`config.mk`:
```
export PLATFORM = sky130hd
export DESIGN_NAME = rps_top
export DESIGN_NICKNAME = d
export VERILOG_FILES = /design/src/verilog/rps_pkg.sv /design/src/verilog/rps_sync.sv /design/src/verilog/rps_top.sv
export SDC_FILE = /design/constraint.sdc
export NUM_CORES = 1
export LEC_CHECK = 0
export BUFFER_PORTS_ARGS = -buffer_cell sky130_fd_sc_hd__buf_2
export CAP_MARGIN = 25
export CORE_MARGIN = 2
export CORE_UTILIZATION = 38
export DETAILED_ROUTE_END_ITERATION = 8
export GPL_TIMING_DRIVEN = 0
export SYNTH_ARGS = -nofsm -noshare
export SYNTH_HDL_FRONTEND = slang
export SYNTH_SLANG_ARGS = --single-unit
export TNS_END_PERCENT = 100
```
`constraint.sdc`:
```
create_clock -name MCLK -period 2.7 [get_ports MCLK]
set_clock_uncertainty 0.2 [all_clocks]
set_input_delay 0.135 -clock MCLK [delete_from_list [all_inputs] [get_ports MCLK]]
set_output_delay 0.135 -clock MCLK [all_outputs]
set_load 0.01 [all_outputs]
```
`src/verilog/rps_pkg.sv`:
```
// Package: constants and carrier types for the reset and power-state block
package rps_pkg;

   // ----------------------------------------
   // Clock and timing
   // ----------------------------------------
   localparam int unsigned CLK_PERIOD_PS   = 5000;                 // 200 MHz MCLK, period in ps
   localparam int unsigned RST_LOW_TIME_US = 5600;                 // 5.6 ms reset output low time, in us
   // Cycles per microsecond first, so the product stays inside 32 bits
   localparam int unsigned RST_LOW_CYCLES  =
      RST_LOW_TIME_US * (1000000 / CLK_PERIOD_PS);                 // 200 cycles per us
   localparam int unsigned RST_CNT_W       = 21;                   // Wide enough for 1.12e6 cycles
   localparam int unsigned OSC_DIV_HALF    = 17;                   // Oscillator output half period, cycles

   // ----------------------------------------
   // Channel mode encodings
   // ----------------------------------------
   localparam logic [1:0] MODE_UART  = 2'h0;                       // Asynchronous serial port
   localparam logic [1:0] MODE_FIFO  = 2'h1;                       // Parallel FIFO
   localparam logic [1:0] MODE_CPU   = 2'h2;                       // CPU-style FIFO
   localparam logic [1:0] MODE_OPTO  = 2'h3;                       // Opto-isolated serial

   // ----------------------------------------
   // Reset values
   // ----------------------------------------
   localparam logic       RST_OUT_INIT = 1'b0;                     // Reset output low at reset
   localparam logic       PWR_EN_INIT  = 1'b1;                     // Power enable off at reset

   // ----------------------------------------
   // Carrier types
   // ----------------------------------------
   typedef struct packed {
      logic o;                                                     // Driven level
      logic oe;                                                    // High while driving
   } rps_pin_t;

   typedef struct packed {
      logic       present;                                         // Memory answered
      logic       blank;                                           // Memory read all ones
      logic [1:0] mode_a;                                          // Stored mode, channel A
      logic [1:0] mode_b;                                          // Stored mode, channel B
   } rps_cfg_t;

   typedef struct packed {
      logic [1:0] mode_a;                                          // Chosen mode, channel A
      logic [1:0] mode_b;                                          // Chosen mode, channel B
   } rps_modes_t;

   // ----------------------------------------
   // Power state machine
   // ----------------------------------------
   typedef enum logic [2:0] {
      PS_OFF    = 3'b001,                                          // Not configured
      PS_ON     = 3'b010,                                          // Configured, awake
      PS_SUSP   = 3'b100                                           // Suspended
   } rps_pstate_t;

endpackage : rps_pkg

```
`src/verilog/rps_sync.sv`:
```
// Two-flop synchroniser for a vector of pin-side levels
`timescale 1ns/10ps
`default_nettype none

module rps_sync #(
   parameter int unsigned W    = 1,
   parameter logic [W-1:0] INIT = '0
) (
   // Clock and reset
   input  wire logic         MCLK,
   input  wire logic         RESET,
   // Data
   input  wire logic [W-1:0] D,
   output var  logic [W-1:0] Q
);

   logic [W-1:0] meta_r;                                           // First stage, read only by Q

   // ----------------------------------------
   // Two stages, one per bit
   // ----------------------------------------
   genvar i;
   generate
      for (i = 0; i < W; i++) begin : g_bit
         // Each bit passes two flops
         always_ff @(posedge MCLK) begin
            if (RESET) begin
               meta_r[i] <= INIT[i];
               Q[i]      <= INIT[i];
            end else begin
               meta_r[i] <= D[i];
               Q[i]      <= meta_r[i];
            end
         end
      end
   endgenerate

endmodule : rps_sync

`default_nettype wire

```
`src/verilog/rps_top.sv`:
```
// Reset and power-state output generator
//
// Overview of operation
// - Reset output low 5.6 ms after start
// - External reset low forces reset output low
// - USB bus reset never touches reset output
// - Power enable low configured, high suspended
// - Memory pins and reset input float in reset
// - Memory clock driven whenever out of reset
// - Oscillator output stops during suspend
// - Absent or blank memory selects serial mode
`timescale 1ns/10ps
`default_nettype none

module rps_top
   import rps_pkg::*;
#(
   // Reset low interval in cycles; simulation may shorten it, silicon keeps the default
   parameter int unsigned LOW_CYCLES = RST_LOW_CYCLES
) (
   // Clock and reset
   input  wire logic             MCLK,
   input  wire logic             RESET,
   // Pin-side status levels
   input  wire logic             POWER_GOOD,     // Supply above threshold
   input  wire logic             OSC_RUNNING,    // Oscillator started
   input  wire logic             EXT_RESET_N_I,  // External reset pin level
   // USB state from the protocol engine
   input  wire logic             USB_CONFIGURED, // Host has configured
   input  wire logic             USB_SUSPEND,    // Bus in suspend
   input  wire logic             USB_BUS_RESET,  // Bus reset seen
   // Configuration memory status and memory pin levels from its reader
   input  wire rps_pkg::rps_cfg_t CFG_IN,
   input  wire logic             CFG_MEM_CLOCK_I,
   input  wire logic             CFG_MEM_SELECT_I,
   input  wire logic             CFG_MEM_DATA_I,
   input  wire logic             CFG_MEM_DATA_DRV,
   // Pins
   output var  logic             RESET_OUT_N,
   output var  logic             POWER_ENABLE_N,
   output var  logic             OSC_OUT,
   output var  rps_pkg::rps_pin_t CFG_MEM_SELECT,
   output var  rps_pkg::rps_pin_t CFG_MEM_CLOCK,
   output var  rps_pkg::rps_pin_t CFG_MEM_DATA_IO,
   output var  rps_pkg::rps_pin_t EXT_RESET_N_PIN,
   output var  logic             PULLUP_EN,
   // Chosen channel modes and internal reset
   output var  rps_pkg::rps_modes_t CHAN_MODES,
   output var  logic             IN_RESET
);

   import rps_pkg::*;

   // ----------------------------------------
   // Declarations
   // ----------------------------------------
   logic [2:0]           pins_s;                                   // Synchronised status levels
   logic                 pgood_s;                                  // Power good, synced
   logic                 osc_s;                                    // Oscillator running, synced
   logic                 ext_n_s;                                  // External reset, synced
   logic                 start_ok;                                 // All start conditions true
   logic [RST_CNT_W-1:0] cnt_r;                                    // Low-interval counter
   logic                 done_r;                                   // Interval complete
   rps_pstate_t          ps_r;                                     // Power state
   rps_pstate_t          ps_nxt;                                   // Next power state
   logic [4:0]           div_r;                                    // Oscillator divider
   logic                 osc_r;                                    // Oscillator output level

   // ----------------------------------------
   // Synchronise pin-side levels
   // ----------------------------------------
   rps_sync #(
      .W    (3),
      .INIT (3'h3)
   ) u_sync (
      .MCLK  (MCLK),
      .RESET (RESET),
      .D     ({POWER_GOOD, OSC_RUNNING, EXT_RESET_N_I}),
      .Q     (pins_s)
   );

   assign pgood_s  = pins_s[2];
   assign osc_s    = pins_s[1];
   assign ext_n_s  = pins_s[0];
   assign start_ok = pgood_s & osc_s & ext_n_s;

   // ----------------------------------------
   // Reset interval counter
   // ----------------------------------------
   // Any loss of a start condition restarts the full interval.
   // USB_BUS_RESET is deliberately not an input to this logic.
   always_ff @(posedge MCLK) begin
      if (RESET) begin
         cnt_r  <= '0;
         done_r <= 1'b0;
      end else if (!start_ok) begin
         cnt_r  <= '0;
         done_r <= 1'b0;
      end else if (!done_r) begin
         if (cnt_r == RST_CNT_W'(LOW_CYCLES - 1)) begin
            done_r <= 1'b1;
         end else begin
            cnt_r <= cnt_r + 1'b1;
         end
      end
   end

   // ----------------------------------------
   // Reset output register
   // ----------------------------------------
   // Registered from done_r and start_ok so the pin never glitches.
   always_ff @(posedge MCLK) begin
      if (RESET) begin
         RESET_OUT_N <= RST_OUT_INIT;
      end else begin
         RESET_OUT_N <= done_r & start_ok;
      end
   end

   assign IN_RESET = ~done_r;                                      // Internal device reset

   // ----------------------------------------
   // Power state machine
   // ----------------------------------------
   always_comb begin
      ps_nxt = ps_r;
      case (ps_r)
         PS_OFF: begin
            if (USB_CONFIGURED && !USB_SUSPEND) begin
               ps_nxt = PS_ON;
            end
         end
         PS_ON: begin
            if (!USB_CONFIGURED) begin
               ps_nxt = PS_OFF;
            end else if (USB_SUSPEND) begin
               ps_nxt = PS_SUSP;
            end
         end
         PS_SUSP: begin
            if (!USB_CONFIGURED) begin
               ps_nxt = PS_OFF;
            end else if (!USB_SUSPEND) begin
               ps_nxt = PS_ON;
            end
         end
         default: begin
            ps_nxt = PS_OFF;                                       // Recover from bad code
         end
      endcase
   end

   // State register, cleared in device reset
   always_ff @(posedge MCLK) begin
      if (RESET || !done_r) begin
         ps_r <= PS_OFF;
      end else begin
         ps_r <= ps_nxt;
      end
   end

   // Power enable output register
   always_ff @(posedge MCLK) begin
      if (RESET) begin
         POWER_ENABLE_N <= PWR_EN_INIT;
      end else begin
         POWER_ENABLE_N <= (ps_nxt != PS_ON) | ~done_r;
      end
   end

   // ----------------------------------------
   // Oscillator output divider
   // ----------------------------------------
   // Stopped and held at its last level in suspend: external logic sees no edges.
   always_ff @(posedge MCLK) begin
      if (RESET) begin
         div_r <= '0;
         osc_r <= 1'b0;
      end else if (USB_SUSPEND) begin
         div_r <= '0;
         osc_r <= osc_r;
      end else if (div_r == 5'(OSC_DIV_HALF - 1)) begin
         div_r <= '0;
         osc_r <= ~osc_r;
      end else begin
         div_r <= div_r + 1'b1;
      end
   end

   assign OSC_OUT = osc_r;

   // ----------------------------------------
   // Memory and reset-input pins
   // ----------------------------------------
   // In reset all four float with pull-ups; after it the clock always drives.
   always_comb begin
      PULLUP_EN              = ~done_r;
      EXT_RESET_N_PIN.o      = 1'b0;
      EXT_RESET_N_PIN.oe     = 1'b0;
      CFG_MEM_CLOCK.o        = done_r & CFG_MEM_CLOCK_I;
      CFG_MEM_CLOCK.oe       = done_r;
      CFG_MEM_SELECT.o       = done_r & CFG_MEM_SELECT_I;
      CFG_MEM_SELECT.oe      = done_r;
      CFG_MEM_DATA_IO.o      = CFG_MEM_DATA_I;
      CFG_MEM_DATA_IO.oe     = done_r & CFG_MEM_DATA_DRV;
   end

   // ----------------------------------------
   // Channel mode selection
   // ----------------------------------------
   always_ff @(posedge MCLK) begin
      if (RESET) begin
         CHAN_MODES <= '{mode_a: MODE_UART, mode_b: MODE_UART};
      end else if (!CFG_IN.present || CFG_IN.blank) begin
         CHAN_MODES <= '{mode_a: MODE_UART, mode_b: MODE_UART};
      end else begin
         CHAN_MODES <= '{mode_a: CFG_IN.mode_a, mode_b: CFG_IN.mode_b};
      end
   end

   // ----------------------------------------
   // Assertions
   // ----------------------------------------
   a_ext_forces_low: assert property (@(posedge MCLK) disable iff (RESET)
      !ext_n_s |=> !RESET_OUT_N)
      else $error("Reset output high while external reset low");
   a_low_interval: assert property (@(posedge MCLK) disable iff (RESET)
      $rose(start_ok) |=> !RESET_OUT_N [*8])
      else $error("Reset output released too early");
   a_release_cnt: assert property (@(posedge MCLK) disable iff (RESET)
      $rose(RESET_OUT_N) |-> cnt_r == RST_CNT_W'(LOW_CYCLES - 1))
      else $error("Reset output released at wrong count");
   a_start_gate: assert property (@(posedge MCLK) disable iff (RESET)
      !start_ok |=> cnt_r == '0)
      else $error("Counter ran without start conditions");
   a_busreset_ignored: assert property (@(posedge MCLK) disable iff (RESET)
      USB_BUS_RESET && start_ok && RESET_OUT_N |=> RESET_OUT_N)
      else $error("Bus reset affected reset output");
   a_pwr_suspend: assert property (@(posedge MCLK) disable iff (RESET)
      USB_SUSPEND |=> POWER_ENABLE_N)
      else $error("Power enable low in suspend");
   a_pwr_config: assert property (@(posedge MCLK) disable iff (RESET)
      done_r && ps_r == PS_ON && USB_CONFIGURED && !USB_SUSPEND |=> !POWER_ENABLE_N)
      else $error("Power enable high while configured");
   a_pins_float: assert property (@(posedge MCLK) disable iff (RESET)
      !done_r |-> !CFG_MEM_SELECT.oe && !CFG_MEM_CLOCK.oe && !CFG_MEM_DATA_IO.oe
         && !EXT_RESET_N_PIN.oe && PULLUP_EN)
      else $error("Memory pin driven in reset");
   a_clk_driven: assert property (@(posedge MCLK) disable iff (RESET)
      done_r |-> CFG_MEM_CLOCK.oe)
      else $error("Memory clock floating outside reset");
   a_osc_stop: assert property (@(posedge MCLK) disable iff (RESET)
      USB_SUSPEND [*2] |-> $stable(OSC_OUT))
      else $error("Oscillator output toggled in suspend");
   a_default_mode: assert property (@(posedge MCLK) disable iff (RESET)
      (!CFG_IN.present || CFG_IN.blank) |=> CHAN_MODES.mode_a == MODE_UART && CHAN_MODES.mode_b == MODE_UART)
      else $error("Default serial mode not selected");

   c_release:   cover property (@(posedge MCLK) disable iff (RESET) $rose(RESET_OUT_N));
   c_ext_reset: cover property (@(posedge MCLK) disable iff (RESET) RESET_OUT_N ##1 !ext_n_s);
   c_power_on:  cover property (@(posedge MCLK) disable iff (RESET) $fell(POWER_ENABLE_N));
   c_suspend:   cover property (@(posedge MCLK) disable iff (RESET) !POWER_ENABLE_N ##1 USB_SUSPEND);

endmodule : rps_top

`default_nettype wire
```
# After elaboration in Yosys (flattened, before gate mapping)
# Cells that the tools add are included.
totals:
  register_bits: 43
  romBits: 0
  ram_bits: 0
  elab_cells: 54
  n_memories: 0
  output_inout_bits: 17
  inputBits: 18
  latch_bits: 0
op_classes:
  addsub: 2
  shifts: 0
  order_cmp: 0
  n_eq_ne: 6
  div_mod_pow: 0
  n_mul: 0
  bitwise_logic: 12
  n_reduce_logical: 11
  mux: 8
op_table:
  columns: ["cell", "count"]
  rows:
  - ["21-bit by 1-bit adder with 21-bit output, second input constant", 1]
  - ["21-bit == test, second input constant", 1]
  - ["3-bit 2-to-1 mux", 5]
  - ["3-bit case mux with 3 select lines", 1]
  - ["1-bit bitwise AND", 6]
  - ["5-bit by 1-bit adder with 5-bit output, second input constant", 1]
  - ["5-bit == test, second input constant", 1]
  - ["1-bit inverter", 5]
  - ["2-bit AND reduction", 2]
  - ["2-bit OR reduction", 2]
  - ["3-bit by 1-bit == test with 1-bit output, second input constant", 1]
  - ["3-bit by 2-bit == test with 1-bit output, second input constant", 1]
  - ["3-bit == test, second input constant", 1]
  - ["1-bit zero test", 3]
  - ["3-bit by 2-bit inequality test with 1-bit output, second input constant", 1]
  - ["3-bit OR reduction", 1]
  - ["1-bit logical OR", 2]
  - ["1-bit 2-to-1 mux", 2]
  - ["1-bit logical AND", 1]
  - ["1-bit OR", 1]

# Depth between registers and ports, before layout
# Gate-level depths: netlist of the first run.
logic_depth:
  depth_word: 6
  ltp_mapped: 6

# Modules after synthesis
# From an unflattened synthesis of the first run, not the netlist that was laid out.
hier_totals:
  hier_cells: 202
  hier_area_um2: 1910.6
by_module_without_submodules:
  columns: ["mod", "area_per_inst_um2", "cells_per_inst", "instances"]
  rows:
  - ["rps_top", 1752.9, 190, 1]
  - ["rps_sync", 157.7, 12, 1]

# Worst setup path before layout of the first run
# Ideal clock, no wire load.
synth_path:
  kind: "register to register"
  from: "reg cnt_r[17]"
  to: "reg cnt_r[0]"
  t_required_ps: 2370
  arrival_time_ps: 1488
  path_buffers: 1
  synth_period_minus_slack_ps: 1818
  setup_slack_ps: 882
  stages_incl_launch_ff: 7
  cell_sequence: "dfxtp_1 -> nor3b_1 -> nand4_4 -> o31ai_4 -> buf_6 -> xor2_1 -> nor2_1"
synth_via:
  elab_chain_cells: 3
synth_lines:
  columns: ["item", "line_no", "source"]
  rows:
  - ["start, declared", "rps_top.sv:62", "logic [RST_CNT_W-1:0] cnt_r;"]
  - ["start signal, assigned", "rps_top.sv:103", "cnt_r <= cnt_r + 1'b1;"]
  - ["21-bit == test", "rps_top.sv:100", "if (cnt_r == RST_CNT_W'(LOW_CYCLES - 1)) begin"]
  - ["1-bit inverter (no source line)", null, null]
  - ["2-bit AND reduction (no source line)", null, null]
# No other way between the ends.
# A chain may end at the register's enable or synchronous reset.

# Worst setup path after layout of the first run
layout_path:
  from: "reg cnt_r[14]"
  to: "reg cnt_r[0]"
# The elaborated chain is that of the path after synthesis.

==> flow_summary.rst, run 1 <==
.. list-table::
   :header-rows: 1

   * - Metric
     - Value
   * - Number of hold violations in the final report
     - 0
   * - Crit path time final
     - 2.03 ns
   * - Final Slew Violations
     - 0
   * - Data required time at the worst endpoint
     - 2.66 ns
   * - Placed wire-length estimate after detailed placement
     - 2400 µm
   * - Total number of vias
     - 1511
   * - Global-route wire length before repair
     - 6200 µm
   * - Type of origin of the critical path
     - flop
   * - Arrival time at the worst endpoint
     - 2.00 ns
   * - Initial Util
     - 0.399
   * - Slew @ Worst Pin
     - 0.571 ns
   * - Proportion of layout cells with a drive suffix above 1
     - 0.220
   * - Detail-routed via count per cell
     - 4.69
   * - Max FO, Critical Path
     - 10
   * - Post-synth EDFFs
     - 0
   * - Yosys warnings
     - 0
   * - Ys async rst share
     - 0
   * - Final routed DRC violation total
     - 0
   * - Worst setup slack after placement
     - 0.691 ns
   * - Area share of the largest cell type after synthesis
     - 0.454
   * - Number of H-tree levels
     - 2
   * - Setup ws final
     - 0.665 ns
   * - CP Capture Type
     - flop
   * - Width of the die
     - 74.7 µm
   * - Fill cell instance count of the final layout
     - 467
   * - Number of primary I/O pins
     - 35
   * - Total wire length
     - 3470 µm
   * - Num CTS Buffers
     - 5
   * - Cell with the largest stage delay on the worst path
     - sky130_fd_sc_hd__dfxtp_1
   * - Count of different cell masters after synthesis
     - 43
   * - Post-CTS clock slew at the launch and capture registers of the worst setup and hold paths
     - 0.08 ns
   * - Cell types with the largest area share after synthesis
     - sky130_fd_sc_hd__dfxtp_1, sky130_fd_sc_hd__xor2_1, sky130_fd_sc_hd__nor2_1
   * - Ant. Diodes
     - 0
   * - CP Cell Sequence
     - nor4b_4, nand4_4, o31ai_4, buf_6, xor2_1, nor2_1
   * - Overall fraction of global-route tracks in use
     - 0.147
   * - Max-cap viol count
     - 0
   * - Post-cts sizing count
     - 0
   * - Number of buffers on the longest clock path
     - 2
   * - Leftover overflow at the end of global routing
     - 0
   * - DR pass1 iterations
     - 4
   * - Flip-flop and latch count after synthesis
     - 43
   * - Clock root buffer
     - sky130_fd_sc_hd__clkbuf_8
   * - Static Leakage
     - 0.000941 µW
   * - Status
     - complete, no violations
   * - Remaining max-slew budget at the tightest pin
     - 0.616
   * - Worst-Skew Late Latency
     - 0.29 ns
   * - Highest clock rate
     - 491 MHz
   * - Floorplan die area
     - 5580 µm²
   * - Synthesized area per cell
     - 9.40 µm²
   * - Mapped Area
     - 1900 µm²
   * - Antenna violations before repair
     - 0
   * - Port Buffers
     - 30
   * - Kind of critical path
     - flop to flop
   * - Y dimension of the die
     - 74.7 µm
   * - Setup Fix Bufs, Post-CTS
     - 0
   * - Number of global-route vias before repair
     - 1401
   * - Class of the tightest hold or removal check
     - input port to flop
   * - Primary flip-flop cell chosen by synthesis mapping
     - sky130_fd_sc_hd__dfxtp_1
   * - Sequential fraction of the synthesis area
     - 0.454
   * - Routed wire length per instance
     - 10.8 µm
   * - Worst vdd ir
     - 0.459 mV
   * - CTS tree
     - done
   * - Crit share post-route
     - 0.754
   * - Growth of design area from synthesis to finish
     - 26.1%
   * - Area leader, netlist
     - sky130_fd_sc_hd__dfxtp_1
   * - Unrepaired setup endpoints after global routing
     - false
   * - Antenna Nets Post-Route
     - 0
   * - Area of the core
     - 4750 µm²
   * - Final-layout setup total negative slack
     - 0 ns
   * - Net count reported at finish
     - 275
   * - Max incr delay on CP
     - 0.38 ns
   * - Sink count of the clock tree
     - 43
   * - Standard-cell rows
     - 25
   * - Initial DRC count
     - 43
   * - Setup violators final
     - 0
   * - Power density over cell area
     - 505 nW/µm²
   * - Routability Congestion
     - 0.738
   * - Maximum number of pins on one net before global-route repair
     - 14
   * - Synth Instances
     - 202
==> cells in the mapped netlist (all sizes together), types with 2 or more instances <==
cell type  instances
dfxtp             43
nor2              25
nand3             15
nand2             11
xor2              11
and2               9
xnor2              8
buf                7
nand4              6
nor3               6
inv                5
or4                5
a21oi              4
clkbuf             4
o21ai              4
o31ai              4
or2                4
and3               3
and4               3
ha                 3
nor2b              3
o211ai             3
nand2b             2
nor3b              2
nor4               2
nor4b              2
==> registers in the layout (all words and copies together), names as in the netlist, 3 cells and up <==
register and cells:
div_r 5, cnt_r 21, CHAN_MODES 4, u_sync.meta_r 3, ps_r 3, u_sync.Q 3
==> layout by cell type (no fill, tap or decap), types with 6 or more instances in the layout <==
| master | Yosys | final |
|---|---|---|
| sky130_fd_sc_hd__and2_1 | 9 | 9 |
| sky130_fd_sc_hd__buf_4 | 6 | 6 |
| sky130_fd_sc_hd__dlygate4sd3_1 | 0 | 14 |
| sky130_fd_sc_hd__nor2_1 | 25 | 25 |
| sky130_fd_sc_hd__buf_2 | 0 | 30 |
| sky130_fd_sc_hd__nand2_1 | 11 | 11 |
| sky130_fd_sc_hd__nand3_1 | 15 | 15 |
| sky130_fd_sc_hd__dfxtp_1 | 43 | 43 |
| sky130_fd_sc_hd__clkbuf_8 | 0 | 6 |
| sky130_fd_sc_hd__xnor2_1 | 8 | 8 |
| sky130_fd_sc_hd__xor2_1 | 11 | 11 |
==> kinds of logic after synthesis <==
logic type / count (synthesis) / synth area share
muxes: 1 / 0.00527
and+or+nand+nor: 104 / 0.324
xor gates and xnor gates: 19 / 0.0877
buffers and inverters: 16 / 0.0475
AOI/OAI and AO/OA: 15 / 0.0606
DFF: 43 / 0.454
other: 1 / 0.00198
adders and majority gates: 3 / 0.0198
==> metrics by stage <==
step                 util  cells  total power (µW)  area (µm²)  hold slack (ns)
finish              0.503    322              1210        2390           0.0931
global route        0.503    322              1260        2390            0.119
CTS                 0.503    322              1230        2390           0.0901
detailed placement  0.449    300               697        2140            0.128
global placement    0.449    300               696        2140            0.120
floorplan               -    203               680        1900           0.0388
==> critical path, delay by kind of cell (launching register included) <==
family	cells	cell delay (ns)
buf+inv	1	0.19
simple gates	3	0.63
xor+xnor	1	0.15
flops	1	0.38
compound gates	1	0.36
==> routing by layer <==
| metal | vias to the layer above | GRT usage | share of wire |
|---|---|---|---|
| li1 | 792 | - | - |
| met1 | 679 | 0.181 | 0.47 |
| met2 | 34 | 0.232 | 0.46 |
| met3 | 6 | 0.0469 | 0.044 |
| met4 | 0 | 0.0734 | 0.019 |
| met5 | - | 0 | 0 |
==> power by group <==
part	internal, µW	leakage (µW)	total [µW]	switching, µW
Sequential	641	0.000348	644	3.22
Combinational	30.3	0.000532	49.6	19.3
Clock	299	0.0000612	515	216
==> layout make-up <==
type | instances | area, µm² | share of cell area
Clock inverter | 2 | 35.0 | 0.0146
Multi-Input combinational cell | 144 | 951 | 0.397
Inverter | 5 | 18.8 | 0.00784
Timing Repair Buffer | 44 | 290 | 0.121
Buffer | 11 | 71.3 | 0.0298
Sequential cell | 43 | 861 | 0.360
Tap cell | 67 | 83.8 | 0.0350
Clock buffer | 6 | 82.6 | 0.0345
==> timing repair <==
| item | 4_1_cts | 5_1_grt |
|---|---|---|
| hold buffers | 14 | 0 |
| endpoints found under the setup margin | 0 | 0 |
| hold endpoints to repair | 9 | 0 |
==> final timing paths <==
kind	start	end	cells after the start	slack, ns
setup reg to reg	cnt_r[14]$_SDFFE_PP0P_	cnt_r[0]$_SDFFE_PP0P_	6	0.67
hold reg to reg	u_sync.meta_r[0]$_SDFF_PP1_	u_sync.Q[0]$_SDFF_PP1_	1	0.21
setup / recovery	cnt_r[14]$_SDFFE_PP0P_	cnt_r[0]$_SDFFE_PP0P_	6	0.67
hold / removal	RESET	cnt_r[4]$_SDFFE_PP0P_	4	0.09
(Power assumes the default switching activity.)
==> run 2, diff against run 1 <==
- ABC_AREA: not set -> 1
- clock period: 2.7 -> 2 ns (I/O delays scaled with it)
==> flow_summary.rst, run 2 <==
.. list-table::
   :header-rows: 1

   * - Metric
     - Value
   * - Status
     - complete, no violations
   * - Number of primary I/O pins
     - 35 (unchanged)
   * - Proportion of layout cells with a drive suffix above 1
     - 0.179 (-0.0407)
   * - Number of H-tree levels
     - 2 (unchanged)
   * - Fill cell instance count of the final layout
     - 539 (+15%)
   * - Routed wire length per instance
     - 10.2 µm (-5.5%)
   * - Number of hold violations in the final report
     - 0 (unchanged)
   * - Floorplan die area
     - 6310 µm² (+13%)
   * - Top cells by count, synth
     - sky130_fd_sc_hd__nand2_1, sky130_fd_sc_hd__nor2_1, sky130_fd_sc_hd__inv_1
   * - Antenna Nets Post-Route
     - 0 (unchanged)
   * - Growth of design area from synthesis to finish
     - 23.8%
   * - Placed wire-length estimate after detailed placement
     - 3250 µm (+35%)
   * - Unrepaired setup endpoints after global routing
     - false
   * - End point of the most critical hold path
     - CFG_MEM_DATA_IO[1]
   * - Number of buffers on the longest clock path
     - 2 (unchanged)
   * - Utilization after layout
     - 0.486 (-0.0172)
   * - CTS tree
     - done
   * - Static Leakage
     - 0.00117 µW (+25%)
   * - Synth Instances
     - 316 (+56%)
   * - Count of different cell masters after synthesis
     - 30 (-30%)
   * - Highest clock rate
     - 553 MHz (+13%)
   * - Area occupied by multi-input gates
     - 1040 µm² (+9.9%)
   * - Standard-cell rows
     - 27 (+8.0%)
   * - Y dimension of the die
     - 79.4 µm (+6.4%)
   * - Worst hold path depth
     - 2 (-2)
   * - DR pass1 iterations
     - 8 (+4)
   * - Primary flip-flop cell chosen by synthesis mapping
     - sky130_fd_sc_hd__dfxtp_1
   * - Max reg flops
     - 21 (unchanged)
   * - Biggest register
     - cnt_r
   * - Data required time at the worst endpoint
     - 2.04 ns (-0.62 ns)
   * - Most common cell in the netlist
     - sky130_fd_sc_hd__nand2_1
   * - Port Buffers
     - 29 (-3.3%)
   * - Area taken by flip-flops and latches
     - 862 µm² (+0.15%)
   * - Final Slew Violations
     - 0 (unchanged)
   * - Most common library cell in the layout ignoring fill and taps
     - sky130_fd_sc_hd__nand2_1
   * - Max FO, Critical Path
     - 10 (unchanged)
   * - Clock root buffer
     - sky130_fd_sc_hd__clkbuf_8
   * - CP Capture Type
     - flop
   * - Mapped Area
     - 2160 µm² (+14%)
   * - Flip-flop and latch count after synthesis
     - 43 (unchanged)
   * - Initial DRC count
     - 103 (+140%)
   * - Overall fraction of global-route tracks in use
     - 0.160 (+0.0136)
   * - Global-route wire length before repair
     - 7910 µm (+28%)
   * - Ant. Diodes
     - 0 (unchanged)
   * - Num CTS Buffers
     - 5 (unchanged)
   * - Most frequent cells in the layout
     - sky130_fd_sc_hd__nand2_1, sky130_fd_sc_hd__nor2_1, sky130_fd_sc_hd__inv_1
   * - Area of the core
     - 5510 µm² (+16%)
   * - Setup violators final
     - 0 (unchanged)
   * - Final-layout setup total negative slack
     - 0 ns (unchanged)
   * - Class of the tightest hold or removal check
     - input port to primary output
   * - Remaining max-slew budget at the tightest pin
     - 0.632 (+0.0158)
   * - Max-cap viol count
     - 0 (unchanged)
   * - Ys async rst share
     - 0 (unchanged)
   * - Kind of critical path
     - flop to flop
   * - Power density over cell area
     - 601 nW/µm² (+19%)
   * - Synthesized area per cell
     - 6.84 µm² (-27%)
   * - Crit path time final
     - 1.81 ns (-0.227 ns)
   * - Yosys warnings
     - 0 (unchanged)
   * - Startpoint of the worst hold path
     - CFG_MEM_DATA_I
   * - Maximum number of pins on one net before global-route repair
     - 14 (unchanged)
   * - Total number of vias
     - 1998 (+32%)
   * - Total wire length
     - 4500 µm (+29%)
   * - Cell types with the largest area share after synthesis
     - sky130_fd_sc_hd__dfxtp_1, sky130_fd_sc_hd__nand2_1, sky130_fd_sc_hd__nor2_1
   * - Routability Congestion
     - 0.855 (+16%)
   * - Final routed DRC violation total
     - 0 (unchanged)
   * - Worst vdd ir
     - 0.392 mV (-15%)
   * - Antenna violations before repair
     - 0 (unchanged)
   * - Area share of the largest cell type after synthesis
     - 0.398 (-0.0554)
   * - Sink count of the clock tree
     - 43 (unchanged)
   * - Type of origin of the critical path
     - flop
   * - Top Registers
     - cnt_r: 21 flops, div_r: 5 flops, CHAN_MODES: 4 flops
   * - Leftover overflow at the end of global routing
     - 0 (unchanged)
   * - Post-CTS clock slew at the launch and capture registers of the worst setup and hold paths
     - 0.08 ns (about the same)
   * - R2R cell count
     - 8 (+2)
   * - Slew @ Worst Pin
     - 0.553 ns (-0.0187 ns)
   * - Sequential fraction of the synthesis area
     - 0.398 (-0.0554)
   * - Crit share post-route
     - 0.904 (+0.150)
   * - Worst reg2reg path startpoint
     - cnt_r[0]$_SDFFE_PP0P_
   * - Arrival time at the worst endpoint
     - 1.84 ns (-0.16 ns)
   * - R2R setup slack
     - 0.19 ns (-0.47 ns)
   * - Initial Util
     - 0.393 (-0.00657)
   * - Width of the die
     - 79.4 µm (+6.4%)
   * - Destination of the worst register-to-register timing path
     - cnt_r[18]$_SDFFE_PP0P_
   * - Area leader, netlist
     - sky130_fd_sc_hd__dfxtp_1
   * - Detail-routed via count per cell
     - 4.53 (-3.5%)
   * - Number of global-route vias before repair
     - 1776 (+27%)
   * - Net count reported at finish
     - 390 (+42%)
   * - Post-synth EDFFs
     - 0 (unchanged)
   * - Worst-Skew Late Latency
     - 0.30 ns (about the same)
-- run 2: cell count changes after synthesis, moves of 3 or more --
cell and delta:
sky130_fd_sc_hd__and2_1 -9, sky130_fd_sc_hd__and3_1 -3, sky130_fd_sc_hd__nor2_1 +28, sky130_fd_sc_hd__nand2_1 +65
sky130_fd_sc_hd__a21oi_1 +9, sky130_fd_sc_hd__nand3_1 +11, sky130_fd_sc_hd__nor2b_1 -3, sky130_fd_sc_hd__and4_1 -3
sky130_fd_sc_hd__inv_1 +39, sky130_fd_sc_hd__xnor2_1 -4, sky130_fd_sc_hd__nand4_1 +4, sky130_fd_sc_hd__xor2_1 -7
sky130_fd_sc_hd__or4_1 -5
-- run 2: critical path, stage by stage (launching register included) --
cell,delay [ns]
sky130_fd_sc_hd__dfxtp_1,0.39
sky130_fd_sc_hd__ha_2,0.24
sky130_fd_sc_hd__nand3_2,0.15
sky130_fd_sc_hd__nor2_4,0.19
sky130_fd_sc_hd__nand3_4,0.13
sky130_fd_sc_hd__buf_2,0.22
sky130_fd_sc_hd__nand4_1,0.09
sky130_fd_sc_hd__nand2_1,0.06
sky130_fd_sc_hd__nor2_1,0.08
-- run 2: cell type report --
type	count	share of cell area
Multi-Input combinational cell	214	0.390
Sequential cell	43	0.322
Timing Repair Buffer	45	0.114
Inverter	46	0.0654
Buffer	14	0.0350
Tap cell	72	0.0336
Clock buffer	5	0.0257
Clock inverter	2	0.0140
-- run 2: how the worst max path moves through the flow --
stage	startpoint	endpoint	slack, ns	cells past startpoint
floorplan	cnt_r[0]$_SDFFE_PP0P_	cnt_r[14]$_SDFFE_PP0P_	0.34	9
global placement	cnt_r[0]$_SDFFE_PP0P_	cnt_r[11]$_SDFFE_PP0P_	0.16	8
detailed placement	cnt_r[0]$_SDFFE_PP0P_	cnt_r[12]$_SDFFE_PP0P_	0.15	8
CTS	done_r$_SDFF_PP0_	ps_r[0]$_SDFF_PP1_	0.03	6
global route	cnt_r[0]$_SDFFE_PP0P_	cnt_r[19]$_SDFFE_PP0P_	0.0007	8
finish	cnt_r[0]$_SDFFE_PP0P_	cnt_r[18]$_SDFFE_PP0P_	0.19	8
-- run 2: kinds of logic (layout without fill, tap and decap cells) --
kind of cell	after synthesis	count (layout)	synth area share
xor+xnor	8	8	0.0324
compound gates	19	19	0.0515
flops	43	43	0.398
simple gates	182	182	0.376
fa+ha+maj	3	3	0.0174
other cells	1	2	0.00173
buf+inv	60	112	0.123
-- run 2: report_power, final --
| part | leakage (µW) | switching, µW | internal, µW | total (µW) |
|---|---|---|---|---|
| registers | 0.000349 | 4.00 | 865 | 869 |
| clock network | 0.0000502 | 303 | 365 | 668 |
| logic | 0.000773 | 31.0 | 41.7 | 72.7 |
| total | 0.00117 | 338 | 1270 | 1610 |
-- run 2: metal layers --
layer  wire length, µm  global-route usage
met1              2120               0.207
met2              2070               0.259
met3               243              0.0475
met4                57              0.0466
met5                 0                   0
-- run 2: metrics by stage --
stage	hold slack (ns)	setup WS, ns	area [µm²]	power [µW]	cells
floorplan	-0.0159	0.336	2170	919	317
global placement	0.0816	0.164	2400	942	418
detailed placement	0.0848	0.148	2400	944	418
CTS	0.185	0.0308	2670	1630	441
global route	0.193	0.000704	2680	1680	441
finish	0.183	0.192	2680	1610	441
-- run 2: timing repair --
action,4_1_cts,5_1_grt
setup buffers,0,0
hold buffers,16,0
resized for setup,2,4
endpoints found under the setup margin,2,8
hold endpoints to repair,14,0
==> run 3, diff against run 2 <==
- CORE_MARGIN: 2 -> not set
==> flow_summary.rst, run 3 (synthesis results as in run 2) <==
.. list-table::
   :header-rows: 1

   * - Metric
     - Value
   * - Status
     - complete, no violations
   * - R2R cell count
     - 8 (unchanged)
   * - Most common library cell in the layout ignoring fill and taps
     - sky130_fd_sc_hd__nand2_1
   * - Overall fraction of global-route tracks in use
     - 0.167 (+0.00646)
   * - Initial DRC count
     - 131 (+27%)
   * - Proportion of layout cells with a drive suffix above 1
     - 0.176 (-0.00319)
   * - Data required time at the worst endpoint
     - 1.70 ns (-0.34 ns)
   * - Num CTS Buffers
     - 5 (unchanged)
   * - Number of hold violations in the final report
     - 0 (unchanged)
   * - Growth of design area from synthesis to finish
     - 24.3%
   * - CTS tree
     - done
   * - CP Cell Sequence
     - clkinv_2, clkbuf_1, buf_4, buf_2
   * - Most frequent cells in the layout
     - sky130_fd_sc_hd__nand2_1, sky130_fd_sc_hd__nor2_1, sky130_fd_sc_hd__inv_1
   * - Setup ws final
     - 0.122 ns (-0.0705 ns)
   * - Design area
     - 2690 µm² (+0.37%)
   * - Final Slew Violations
     - 0 (unchanged)
   * - Initial Util
     - 0.393 (unchanged)
   * - Max incr delay on CP
     - 0.47 ns (+0.08 ns)
   * - Final routed DRC violation total
     - 0 (unchanged)
   * - Routed wire length per instance
     - 10.4 µm (+2.2%)
   * - Class of the tightest hold or removal check
     - input port to primary output
   * - Max reg flops
     - 21 (unchanged)
   * - Area of the core
     - 5510 µm² (unchanged)
   * - Number of primary I/O pins
     - 35 (unchanged)
   * - Crit path time final
     - 1.88 ns (+0.0705 ns)
   * - Maximum number of pins on one net before global-route repair
     - 15 (+1)
   * - Clock root buffer
     - sky130_fd_sc_hd__clkbuf_8
   * - Placed cell area
     - 2400 µm² (unchanged)
   * - Number of buffers on the longest clock path
     - 2 (unchanged)
   * - Worst vdd ir
     - 0.334 mV (-15%)
   * - Kind of critical path
     - flop to primary output
   * - Routability Congestion
     - 0.799 (-6.6%)
   * - Floorplan die area
     - 6000 µm² (-5.0%)
   * - Utilization after layout
     - 0.488 (+0.00182)
   * - Setup Fix Bufs, Post-CTS
     - 0 (unchanged)
   * - Number of H-tree levels
     - 2 (unchanged)
   * - Antenna violations before repair
     - 0 (unchanged)
   * - Type of origin of the critical path
     - flop
   * - Total number of vias
     - 2034 (+1.8%)
   * - Top Registers
     - cnt_r: 21 flops, div_r: 5 flops, CHAN_MODES: 4 flops
   * - Worst setup slack after placement
     - 0.147 ns (-0.00113 ns)
   * - Global-route wire length before repair
     - 8060 µm (+1.9%)
   * - Antenna Nets Post-Route
     - 0 (unchanged)
   * - DR pass1 iterations
     - 4 (-4)
   * - Cell with the largest stage delay on the worst path
     - sky130_fd_sc_hd__clkbuf_1
   * - Highest clock rate
     - 532 MHz (-3.8%)
   * - Y dimension of the die
     - 77.4 µm (-2.5%)
   * - Total wire length
     - 4610 µm (+2.4%)
   * - Arrival time at the worst endpoint
     - 1.58 ns (-0.26 ns)
   * - Crit share post-route
     - 0.939 (+0.0352)
   * - Net count reported at finish
     - 390 (unchanged)
   * - Slew @ Worst Pin
     - 0.564 ns (+0.0113 ns)
   * - Remaining max-slew budget at the tightest pin
     - 0.624 (-0.00751)
   * - Port Buffers
     - 29 (unchanged)
   * - Biggest register
     - cnt_r
   * - Worst hold path depth
     - 2 (unchanged)
   * - Leftover overflow at the end of global routing
     - 0 (unchanged)
   * - Placed wire-length estimate after detailed placement
     - 3230 µm (-0.60%)
   * - Setup violators final
     - 0 (unchanged)
   * - Number of global-route vias before repair
     - 1869 (+5.2%)
   * - Detail-routed via count per cell
     - 4.60 (+1.6%)
   * - Post-CTS clock slew at the launch and capture registers of the worst setup and hold paths
     - 0.08 ns (about the same)
   * - Width of the die
     - 77.4 µm (-2.5%)
   * - CP Capture Type
     - primary output
   * - Sink count of the clock tree
     - 43 (unchanged)
   * - Ant. Diodes
     - 0 (unchanged)
   * - Standard-cell rows
     - 27 (unchanged)
   * - Max-cap viol count
     - 0 (unchanged)
   * - Worst-Skew Late Latency
     - 0.30 ns (about the same)
   * - Static Leakage
     - 0.00118 µW (+0.71%)
   * - Power density over cell area
     - 619 nW/µm² (+2.9%)
   * - Max FO, Critical Path
     - 11 (+1)
run 3: changes by cell type in the layout (fill, tap and decap cells not counted), sizes merged:
cell / before / now
clkbuf: 9 / 10
clkinv: 0 / 1
clkinvlp: 1 / 0
run 3: final timing paths:
| path | from | endpoint | slack (ns) |
|---|---|---|---|
| setup / recovery | done_r$_SDFF_PP0_ | PULLUP_EN | 0.12 |
| hold / removal | CFG_MEM_DATA_I | CFG_MEM_DATA_IO[1] | 0.18 |
| setup reg to reg | cnt_r[0]$_SDFFE_PP0P_ | cnt_r[20]$_SDFFE_PP0P_ | 0.15 |
| hold reg to reg | u_sync.meta_r[2]$_SDFF_PP0_ | u_sync.Q[2]$_SDFF_PP0_ | 0.21 |
run 3: worst max-delay path: cells and delay by family, from the launching register on:
| kind | cells | cell delay (ns) |
|---|---|---|
| buffers and inverters | 4 | 0.92 |
| flip-flops | 1 | 0.37 |
run 3: per-layer routing:
layer  global-route usage  share of wire  wire length [µm]  up-vias
li1                     -              -                 -     1071
met1                0.203           0.47              2160      907
met2                0.296           0.47              2180       47
met3               0.0318          0.044               204        9
met4               0.0509          0.014                63        0
met5                    0              0                 0        -
run 3: what timing repair did:
action,4_1_cts,5_1_grt
endpoints found under the hold margin,14,0
hold buffers,16,0
gates resized for setup,1,2
setup endpoints to repair,1,8
run 3: final cells by class:
cell class	instances	area, µm²
Buffer	14	92.6
Tap cell	72	90.1
Sequential cell	43	862
Clock buffer	6	82.6
Inverter	46	174
Fill cell	552	2820
Clock inverter	2	38.8
Timing Repair Buffer	45	305
Multi-Input combinational cell	214	1040
run 3: power breakdown:
part	total [µW]	internal (µW)	switching, µW
logic	73.4	41.7	31.7
clock network	720	411	310
registers	869	865	3.95
run 3: per-stage QoR:
stage,cells,hold WS [ns],power [µW],TNS [ns]
2_1_floorplan,317,-0.0159,919,0
3_3_place_gp,418,0.0815,942,0
3_5_place_dp,418,0.0857,944,0
4_1_cts,442,0.184,1690,0
5_1_grt,442,0.189,1730,-0.0100
6_report,442,0.183,1660,0
